$ cat src/rtl/smi_exec_defs.vh
// constants for the shift, move and indirect-load execution block
`ifndef SMI_EXEC_DEFS_VH
`define SMI_EXEC_DEFS_VH

// ==========================================================================
// register byte offsets
`define SMI_OFS_INSTR    12'h000
`define SMI_OFS_WREG     12'h004
`define SMI_OFS_STATUS   12'h008
`define SMI_OFS_PTR0     12'h00c
`define SMI_OFS_PTR1     12'h010

// ==========================================================================
// instruction word fields
`define SMI_OP_LO        0
`define SMI_OP_HI        1
`define SMI_DEST_BIT     2
`define SMI_PSEL_BIT     3
`define SMI_MODE_LO      4
`define SMI_MODE_HI      5
`define SMI_REL_BIT      6
`define SMI_FADDR_LO     8
`define SMI_FADDR_HI     14
`define SMI_OFFS_LO      16
`define SMI_OFFS_HI      21

// opcodes
`define SMI_OP_NONE      2'h0
`define SMI_OP_SHIFT     2'h1
`define SMI_OP_MOVE      2'h2
`define SMI_OP_ILOAD     2'h3

// pointer update modes
`define SMI_MODE_PREINC  2'h0
`define SMI_MODE_PREDEC  2'h1
`define SMI_MODE_POSTINC 2'h2
`define SMI_MODE_POSTDEC 2'h3

// ==========================================================================
// status fields
`define SMI_ST_CARRY     0
`define SMI_ST_ZERO      1
`define SMI_ST_BUSY      8

// ==========================================================================
// indirect data port addresses in the file space
`define SMI_IND0_ADDR    7'h00
`define SMI_IND1_ADDR    7'h01

// ==========================================================================
// reset values
`define SMI_RST_WREG     8'h00
`define SMI_RST_PTR      16'h0000
`define SMI_RST_FLAG     1'b0

`endif

$ cat src/rtl/smi_exec.v
// execution datapath for right shift, file move and indirect load
`timescale 1ns/10ps
`default_nettype none
`include "smi_exec_defs.vh"

module smi_exec (
  input  wire        ref_clk,      // core clock
  input  wire        rst,          // synchronous reset, active high
  input  wire        psel,         // apb select
  input  wire        penable,      // apb access phase
  input  wire        pwrite,       // apb direction
  input  wire [11:0] paddr,        // apb byte address
  input  wire [31:0] pwdata,       // apb write data
  output reg  [31:0] prdata,       // apb read data
  output reg         pready,       // apb ready
  output reg         pslverr,      // apb error on unmapped address
  output reg  [15:0] fileAddr,     // file bus address
  output reg         fileRe,       // file bus read strobe
  output reg         fileWe,       // file bus write strobe
  output reg  [7:0]  fileWrData,   // file bus write data
  input  wire [7:0]  fileRdData,   // file bus read data, one cycle after fileRe
  output reg  [7:0]  wRegOut,      // working register
  output reg         carryOut,     // carry flag
  output reg         zeroOut       // zero flag
);

  // ========================================================================
  // state machine codes
  localparam [1:0] ST_IDLE = 2'h0;
  localparam [1:0] ST_READ = 2'h1;
  localparam [1:0] ST_CAPT = 2'h2;

  reg  [1:0]  state_q;
  reg  [1:0]  state_d;
  reg  [1:0]  op_q;
  reg         dest_q;
  reg  [7:0]  wReg_q;
  reg         carry_q;
  reg         zero_q;
  reg  [15:0] ptr0_q;
  reg  [15:0] ptr1_q;

  // ========================================================================
  // apb decode
  wire        apbAccess = psel & penable & pready;
  wire        apbWrite  = apbAccess & pwrite;
  wire        busy      = (state_q != ST_IDLE);
  wire        hitInstr  = (paddr == `SMI_OFS_INSTR);
  wire        hitWreg   = (paddr == `SMI_OFS_WREG);
  wire        hitStatus = (paddr == `SMI_OFS_STATUS);
  wire        hitPtr0   = (paddr == `SMI_OFS_PTR0);
  wire        hitPtr1   = (paddr == `SMI_OFS_PTR1);
  wire        hitAny    = hitInstr | hitWreg | hitStatus | hitPtr0 | hitPtr1;
  // writes are refused while an instruction runs so state stays coherent
  wire        swWrite   = apbWrite & ~busy;
  wire        start     = swWrite & hitInstr & (pwdata[`SMI_OP_HI:`SMI_OP_LO] != `SMI_OP_NONE);

  // ========================================================================
  // instruction fields
  wire [1:0]  newOp     = pwdata[`SMI_OP_HI:`SMI_OP_LO];
  wire        newPsel   = pwdata[`SMI_PSEL_BIT];
  wire [1:0]  newMode   = pwdata[`SMI_MODE_HI:`SMI_MODE_LO];
  wire        newRel    = pwdata[`SMI_REL_BIT];
  wire [6:0]  newFaddr  = pwdata[`SMI_FADDR_HI:`SMI_FADDR_LO];
  wire [5:0]  newOffs   = pwdata[`SMI_OFFS_HI:`SMI_OFFS_LO];
  wire [15:0] offsExt   = {{10{newOffs[5]}}, newOffs};

  // ========================================================================
  // pointer arithmetic, all 16-bit so overflow wraps
  wire [15:0] selPtr    = newPsel ? ptr1_q : ptr0_q;
  wire [15:0] ptrInc    = selPtr + 16'h0001;
  wire [15:0] ptrDec    = selPtr - 16'h0001;
  wire [15:0] relAddr   = selPtr + offsExt;

  reg  [15:0] iAddr;
  reg  [15:0] ptrNext;
  always @* begin
    iAddr   = selPtr;
    ptrNext = selPtr;
    if (newRel) begin
      iAddr   = relAddr;
      ptrNext = selPtr;
    end else begin
      case (newMode)
        `SMI_MODE_PREINC: begin
          iAddr   = ptrInc;
          ptrNext = ptrInc;
        end
        `SMI_MODE_PREDEC: begin
          iAddr   = ptrDec;
          ptrNext = ptrDec;
        end
        `SMI_MODE_POSTINC: begin
          iAddr   = selPtr;
          ptrNext = ptrInc;
        end
        default: begin
          iAddr   = selPtr;
          ptrNext = ptrDec;
        end
      endcase
    end
  end

  // direct addresses that name an indirect port go where the pointer points
  reg  [15:0] dAddr;
  always @* begin
    if (newFaddr == `SMI_IND0_ADDR) begin
      dAddr = ptr0_q;
    end else if (newFaddr == `SMI_IND1_ADDR) begin
      dAddr = ptr1_q;
    end else begin
      dAddr = {9'h000, newFaddr};
    end
  end

  // ========================================================================
  // result path
  wire [7:0]  shiftRes  = {1'b0, fileRdData[7:1]};
  wire [7:0]  result    = (op_q == `SMI_OP_SHIFT) ? shiftRes : fileRdData;
  wire        resZero   = (result == 8'h00);
  wire        toFile    = dest_q & (op_q != `SMI_OP_ILOAD);

  always @* begin
    state_d = state_q;
    case (state_q)
      ST_IDLE: begin
        if (start) begin
          state_d = ST_READ;
        end
      end
      ST_READ: begin
        state_d = ST_CAPT;
      end
      ST_CAPT: begin
        state_d = ST_IDLE;
      end
      default: begin
        state_d = ST_IDLE;
      end
    endcase
  end

  // ========================================================================
  // sequencer and datapath registers
  always @(posedge ref_clk) begin
    if (rst) begin
      state_q    <= ST_IDLE;
      op_q       <= `SMI_OP_NONE;
      dest_q     <= 1'b0;
      wReg_q     <= `SMI_RST_WREG;
      carry_q    <= `SMI_RST_FLAG;
      zero_q     <= `SMI_RST_FLAG;
      ptr0_q     <= `SMI_RST_PTR;
      ptr1_q     <= `SMI_RST_PTR;
      fileAddr   <= 16'h0000;
      fileRe     <= 1'b0;
      fileWe     <= 1'b0;
      fileWrData <= 8'h00;
    end else begin
      state_q <= state_d;
      fileRe  <= 1'b0;
      fileWe  <= 1'b0;
      if (start) begin
        op_q     <= newOp;
        dest_q   <= pwdata[`SMI_DEST_BIT];
        fileRe   <= 1'b1;
        if (newOp == `SMI_OP_ILOAD) begin
          fileAddr <= iAddr;
          if (newPsel) begin
            ptr1_q <= ptrNext;
          end else begin
            ptr0_q <= ptrNext;
          end
        end else begin
          fileAddr <= dAddr;
        end
      end else if (swWrite) begin
        if (hitWreg) begin
          wReg_q <= pwdata[7:0];
        end
        if (hitStatus) begin
          carry_q <= pwdata[`SMI_ST_CARRY];
          zero_q  <= pwdata[`SMI_ST_ZERO];
        end
        if (hitPtr0) begin
          ptr0_q <= pwdata[15:0];
        end
        if (hitPtr1) begin
          ptr1_q <= pwdata[15:0];
        end
      end
      if (state_q == ST_CAPT) begin
        zero_q <= resZero;
        if (op_q == `SMI_OP_SHIFT) begin
          carry_q <= fileRdData[0];
        end
        if (toFile) begin
          fileWe     <= 1'b1;
          fileWrData <= result;
        end else begin
          wReg_q <= result;
        end
      end
    end
  end

  // ========================================================================
  // apb slave: one wait state, ready and data both registered
  reg [31:0] rdMux;
  always @* begin
    rdMux = 32'h00000000;
    if (hitWreg) begin
      rdMux = {24'h000000, wReg_q};
    end else if (hitStatus) begin
      rdMux = {23'h000000, busy, 6'h00, zero_q, carry_q};
    end else if (hitPtr0) begin
      rdMux = {16'h0000, ptr0_q};
    end else if (hitPtr1) begin
      rdMux = {16'h0000, ptr1_q};
    end
  end

  always @(posedge ref_clk) begin
    if (rst) begin
      pready   <= 1'b0;
      prdata   <= 32'h00000000;
      pslverr  <= 1'b0;
      wRegOut  <= `SMI_RST_WREG;
      carryOut <= `SMI_RST_FLAG;
      zeroOut  <= `SMI_RST_FLAG;
    end else begin
      pready   <= psel & penable & ~pready;
      prdata   <= (psel & penable & ~pready & ~pwrite) ? rdMux : 32'h00000000;
      pslverr  <= psel & penable & ~pready & ~hitAny;
      wRegOut  <= wReg_q;
      carryOut <= carry_q;
      zeroOut  <= zero_q;
    end
  end

endmodule
`default_nettype wire

$ cat config.mk
export PLATFORM = sky130hd
export DESIGN_NAME = smi_exec
export DESIGN_NICKNAME = d
export VERILOG_FILES = /design/src/rtl/smi_exec.v
export VERILOG_INCLUDE_DIRS = /design/src /design/src/rtl
export SDC_FILE = /design/constraint.sdc
export NUM_CORES = 1
export LEC_CHECK = 0
export BUFFER_PORTS_ARGS = -buffer_cell sky130_fd_sc_hd__buf_2
export CAP_MARGIN = 20
export CORE_MARGIN = 8
export CORE_UTILIZATION = 42
export DETAILED_ROUTE_END_ITERATION = 8
export PLACE_DENSITY = 0.65
export SLEW_MARGIN = 30
export SYNTH_ARGS = -nofsm -noshare
export SYNTH_HDL_FRONTEND = slang
export SYNTH_SLANG_ARGS = --single-unit
$ cat constraint.sdc
create_clock -name ref_clk -period 2.6 [get_ports ref_clk]
set_input_delay 0 -clock ref_clk [delete_from_list [all_inputs] [get_ports ref_clk]]
set_output_delay 0 -clock ref_clk [all_outputs]
set_load 0.02 [all_outputs]
## After elaboration in Yosys (flattened, before gate mapping)

Cells that the tools add are included.

- Add/sub/neg operators: 3
- Bitwise logic cells: 20
- Reductions and logical operators: 22
- Equality and inequality tests: 17
- Mux-type cells: 41

Operators by type and width:

| operator | count |
|---|---|
| 16-bit two-way mux | 19 |
| 8-bit two-way mux | 7 |
| 16-bit case mux with 2 select lines | 1 |
| 12-bit by 4-bit == test with 1-bit output, second input constant | 2 |
| 16-bit by 1-bit adder with 16-bit output, second input constant | 1 |
| 16-bit adder | 1 |
| 16-bit by 1-bit subtractor with 16-bit output, second input constant | 1 |
| 2-bit nonzero test | 7 |
| 12-bit by 3-bit == test with 1-bit output, second input constant | 1 |
| 12-bit by 5-bit == test with 1-bit output, second input constant | 1 |
| 12-bit logical NOT | 1 |
| 1-bit two-way mux | 11 |
| 1-bit AND | 10 |
| 9-bit two-way mux | 1 |
| 8-bit logical NOT | 1 |
| 2-bit inequality test, second input constant | 4 |
| 4-bit AND reduction | 2 |
| 7-bit by 1-bit == test with 1-bit output, second input constant | 1 |
| 7-bit logical NOT | 1 |
| 2-bit by 1-bit == test with 1-bit output, second input constant | 3 |
| 2-bit == test, second input constant | 3 |
| 1-bit inverter | 6 |
| 2-bit OR reduction | 3 |
| 5-bit OR reduction | 1 |
| 9 further kinds | 14 |

- Output and inout bits: 70
- Register bits after elaboration: 117

## Logic depth before layout (Yosys ltp)

- Depth after elaboration: 9
- Depth in mapped cells: 14

## Worst setup path after synthesis

Ideal clock, no wire load.

- Path kind: input to register
- Start: in pwdata[3]
- End: reg fileAddr[15]
- Cell stages on the path: 14
- Data required time: 2478 ps
- Path buffers: 4
- Data arrival time: 2604 ps
- Setup slack: -127 ps
- Setup time: 122 ps
- Path through: buf_6 buf_6 buf_4 buf_2 mux2i_1 inv_1 ha_1 a21oi_1 o2111ai_1 nand3_1 a21oi_1 or4_1 a21oi_1 o31ai_1

- Word-level cells in the longest chain between the ends: 5
- Elaborated cells between the ends (all ways): 7

RTL lines:

| what | line | text |
|---|---|---|
| from (decl) | smi_exec.v:13 | `input wire [31:0] pwdata,` |
| 16-bit two-way mux (*) | smi_exec.v:70 | `wire [15:0] selPtr = newPsel ? ptr1_q : ptr0_q;` |
| 16-bit by 1-bit subtractor with 16-bit output or 16-bit by 1-bit adder with 16-bit output (tied branches) | smi_exec.v:72, smi_exec.v:71 |  |
| 16-bit case mux with 2 select lines | smi_exec.v:84 | `case (newMode)` |
| 16-bit two-way mux (*) | smi_exec.v:80 | `if (newRel) begin` |
| 16-bit two-way mux (*) | smi_exec.v:168 | `` if (newOp == `SMI_OP_ILOAD) begin `` |
| to (signal assigned) | smi_exec.v:169 | `fileAddr <= iAddr;` |
| to (signal assigned) | smi_exec.v:176 | `fileAddr <= dAddr;` |
| to (decl) | smi_exec.v:17 | `output reg [15:0] fileAddr,` |

Every way passes the cells marked *; elsewhere a longest branch is shown, timed or not.
A chain may end at the register's enable or synchronous reset.

## Worst setup path after layout

- Start: reg ptr1_q[0]
- End: reg fileAddr[10]

- Word-level cells in the longest chain between the ends: 5
- Elaborated cells between the ends (all ways): 7

RTL lines:

| what | line | text |
|---|---|---|
| from (decl) | smi_exec.v:41 | `reg [15:0] ptr1_q;` |
| from (signal assigned) | smi_exec.v:155 | `` ptr1_q <= `SMI_RST_PTR; `` |
| from (signal assigned) | smi_exec.v:171 | `ptr1_q <= ptrNext;` |
| from (signal assigned) | smi_exec.v:190 | `ptr1_q <= pwdata[15:0];` |
| 16-bit two-way mux (*) | smi_exec.v:70 |  |
| 16-bit by 1-bit subtractor with 16-bit output or 16-bit by 1-bit adder with 16-bit output (tied branches) | smi_exec.v:72, smi_exec.v:71 |  |
| 16-bit case mux with 2 select lines | smi_exec.v:84 |  |
| 16-bit two-way mux (*) | smi_exec.v:80 |  |
| 16-bit two-way mux (*) | smi_exec.v:168 |  |

Marked as above.

==> flow_metrics.tcl <==
set metrics [dict create \
    hold_path_stages 3 \
    netlist_area_mm2 0.00641 \
    synth_area_per_cell_um2 8.06 \
    crit_path_max_incr_delay_ns 0.38 \
    final_common_cell "sky130_fd_sc_hd__buf_2" \
    clk-insertion-delay-late_ns 0.36 \
    start_kind "flop" \
    worst-path-max-fanout 2 \
    htreeDepth 3 \
    post_synth_inst_count 796 \
    max_cap_violations 0 \
    port_buffers 100 \
    clock_sinks 101 \
    critical_path.endpoint_type "flop" \
    detail_route.vias_per_cell 5.56 \
    cp_common_cell "sky130_fd_sc_hd__inv_1" \
    layout.nets 1036 \
    grt-ovfl-total 0 \
    post-route-worst-setup-slack_ns 0.0720 \
    static_power_due_to_leakage_uw 0.00349 \
    multi_input_comb_area_mm2 0.00415 \
    floorplan.die_area_mm2 0.0195 \
    min-delay-path-class "input port to flop" \
    required_ns 2.87 \
    route.vias.total 6420 \
    critical_path_cell_list "mux2i_2 > inv_1 > ha_2 > inv_1 > fa_2 > nand2b_4 > a21oi_4 > o211ai_1 > a21oi_1 > nor3_1 > or3b_4 > a211oi_2" \
    cts-buffers-inserted 9 \
    most-common-layout-cells "sky130_fd_sc_hd__buf_2 (100), sky130_fd_sc_hd__buf_4 (97), sky130_fd_sc_hd__nor2_1 (96), sky130_fd_sc_hd__dfxtp_1 (95), sky130_fd_sc_hd__a21oi_1 (57)" \
    core_region_area_mm2 0.0151 \
    start_util_pct 42.5 \
    insertedDiodeCount 0 \
    dr.first_iter.drc_count 557 \
    critical_path_class "flop to flop" \
    wl_per_cell_um 18.3 \
    area.sequential_mm2 0.00203 \
    worst-r2r-cell-count 12 \
    period_share_pct 97.2 \
    report.final.hold_viol_count 0 \
    worst_hold_slack_ns 0.0125 \
    drt_wl_total_um 21100 \
    timing_max_transition_violations_final 0 \
    timing.critical_path.slowest_stage_cell "sky130_fd_sc_hd__or3b_4" \
    synth_area_leaders "sky130_fd_sc_hd__dfxtp_1 (32%), sky130_fd_sc_hd__mux2i_1 (8.6%), sky130_fd_sc_hd__nor2_1 (5.6%)" \
    post_synth_num_cell_types 69 \
    fmaxAchievable_mhz 396 \
    timing.slew.headroom_pct 51.3 \
    drc_errors 0 \
    status "complete, no violations" \
    dpl.hpwl_um 16100 \
    post-route-min-period_ns 2.53 \
    dieHeight_um 140 \
    clock_tree_from_tritoncts "done" \
    finClkSkew_ns 0.0160 \
    fin_setup_tns_ns 0 \
    synth_edf_count 0 \
    powerDensity_mw_per_mm2 425 \
    final-setup-viol-count 0 \
    vdd.ir_drop.worst_mv 0.392 \
    clock_power_share_pct 44.7 \
    initial_antenna_violation_count 0 \
    placement.setup.worst_slack_ns -0.151 \
    top_level_ports 127 \
    nFillCells 1425 \
    net-switching-power_uw 923 \
    clk_pin_slew_worst_paths_ns 0.08 \
    antenna_left 0 \
    critPathArrivalTime_ns 2.80 \
    synth_seq_cells 101 \
    switching_share_pct 26.5 \
    power.sequential.fraction_pct 44.3 \
    yosysTopAreaCellShare_pct 31.5 \
    drt_first_pass_iters 8 \
    die_w_um 140 \
    yosysWarnings 0 \
    grt_start_max_net_pins 47 \
    unrepaired_setup_endpoints_after_global_routing "true" \
    clock_tree.root_cell "sky130_fd_sc_hd__clkbuf_16" \
    global_route_wire_length_before_repair_um 33500 \
    seq_area_frac_synth_pct 31.5 \
    first_global_vias 6170 \
    cell_internal_pwr_uw 2570 \
    pwr-share-comb_pct 11.0 \
    globalplace.congestion 0.959 \
    grtUsageTotal_pct 21.4 \
    cts_max_path_buffers 2 \
    drive_above_1_share_pct 27.1 \
    slew_at_the_pin_closest_to_its_max_slew_limit_ns 0.728 \
    std_cell_rows 45 \
    synth_area_leader_cell "sky130_fd_sc_hd__dfxtp_1" \
    synth_ff_type "sky130_fd_sc_hd__dfxtp_1" \
    synth-async-reset-ratio_pct 0 \
    syn2layout_area_growth_pct 28.1 \
]
-- layer usage --
| metal | part of all wire (%) | up-vias | GRT usage [%] |
|---|---|---|---|
| li1 | - | 3211 | - |
| met1 | 47 | 2940 | 29.2 |
| met2 | 44 | 236 | 32.9 |
| met3 | 6.6 | 33 | 3.83 |
| met4 | 2.6 | 0 | 7.77 |
| met5 | 0 | - | 0 |
-- Yosys cell counts, drive strengths merged (3+ instances only) --
| library cell | instances |
|---|---|
| xor2 | 10 |
| o32ai | 5 |
| nand4 | 9 |
| a22oi | 10 |
| a31oi | 4 |
| and2 | 6 |
| nor2 | 96 |
| mux2i | 59 |
| o2111ai | 5 |
| mux2 | 3 |
| nand3 | 20 |
| o211ai | 13 |
| ha | 17 |
| buf | 28 |
| clkbuf | 39 |
| nor2b | 13 |
| nand2 | 53 |
| nand2b | 7 |
| inv | 28 |
| o21ai | 33 |
| or3 | 10 |
| a222oi | 6 |
| nor3b | 3 |
| a21oi | 60 |
| and3 | 11 |
| a211oi | 47 |
| xnor2 | 26 |
| o31ai | 4 |
| nor4 | 10 |
| dfxtp | 101 |
| or4 | 3 |
| nor3 | 24 |
-- sequential cells by signal, summed over array words and instances, names as in the netlist, 2 cells and up --
name,flops
fileWrData,8
wReg_q,8
prdata,16
ptr0_q,16
fileAddr,16
ptr1_q,16
op_q,2
wRegOut,8
state_q,2
-- power by group through the flow --
| stage | clock network, uW | registers [uW] | logic, uW |
|---|---|---|---|
| final | 1560 | 1550 | 385 |
| after global placement | 0 | 1580 | 364 |
| after floorplan | 0 | 1590 | 250 |
| after global routing | 1640 | 1550 | 416 |
| after detailed placement | 0 | 1580 | 364 |
| after CTS | 1570 | 1550 | 373 |
-- cell type report --
cell class | count | area share (%)
multi-input combinational | 615 | 50.5
clock inverter | 7 | 1.54
tap | 188 | 2.86
timing repair buffer | 206 | 16.3
sequential | 101 | 24.7
inverter | 28 | 1.28
clock buffer | 9 | 2.74
-- logic make-up after synthesis --
family          synth area share (%)
compound gates                  21.8
xor+xnor                        4.92
fa+ha+maj                       3.63
buf+inv                         6.85
flops                           31.5
mux                             10.2
other cells                   0.0585
simple gates                    21.0
-- worst max-delay path, delay by kind of cell, from the launching register on --
family / cells / cell delay (ns)
AO/OA/AOI/OAI: 4 / 0.71
adder cells (fa/ha/maj): 2 / 0.55
buffers and inverters: 2 / 0.16
flip-flops: 1 / 0.35
multiplexers: 1 / 0.07
AND/OR/NAND/NOR: 3 / 0.61
-- timing repair --
| item | 4_1_cts | 5_1_grt |
|---|---|---|
| pin swaps | 1 | 12 |
| endpoints found under the setup margin | 1 | 14 |
| gates resized for setup | 1 | 23 |
| hold endpoints to repair | 6 | 0 |
| buffers inserted | 0 | 1 |
| hold buffers | 7 | 0 |
-- through the flow --
step	power (uW)	cell area, um2	cells	util, %
after floorplan	1840	6530	811	-
after global placement	1950	7690	1130	51.0
after detailed placement	1950	7690	1130	51.0
after CTS	3490	8120	1153	53.8
after global routing	3600	8210	1154	54.4
final	3490	8210	1154	54.4
-- path summary, 6_finish.rpt --
check / endpoint / start / slack [ns]
setup / recovery: fileAddr[10]$_SDFFE_PP0P_ / ptr1_q[0]$_SDFFE_PP0P_ / 0.07
hold / removal: fileAddr[11]$_SDFFE_PP0P_ / pwdata[6] / 0.01
setup reg to reg: fileAddr[10]$_SDFFE_PP0P_ / ptr1_q[0]$_SDFFE_PP0P_ / 0.07
hold reg to reg: fileAddr[0]$_SDFFE_PP0P_ / fileAddr[0]$_SDFFE_PP0P_ / 0.45
Note: power is estimated with default switching activity, not from simulation.
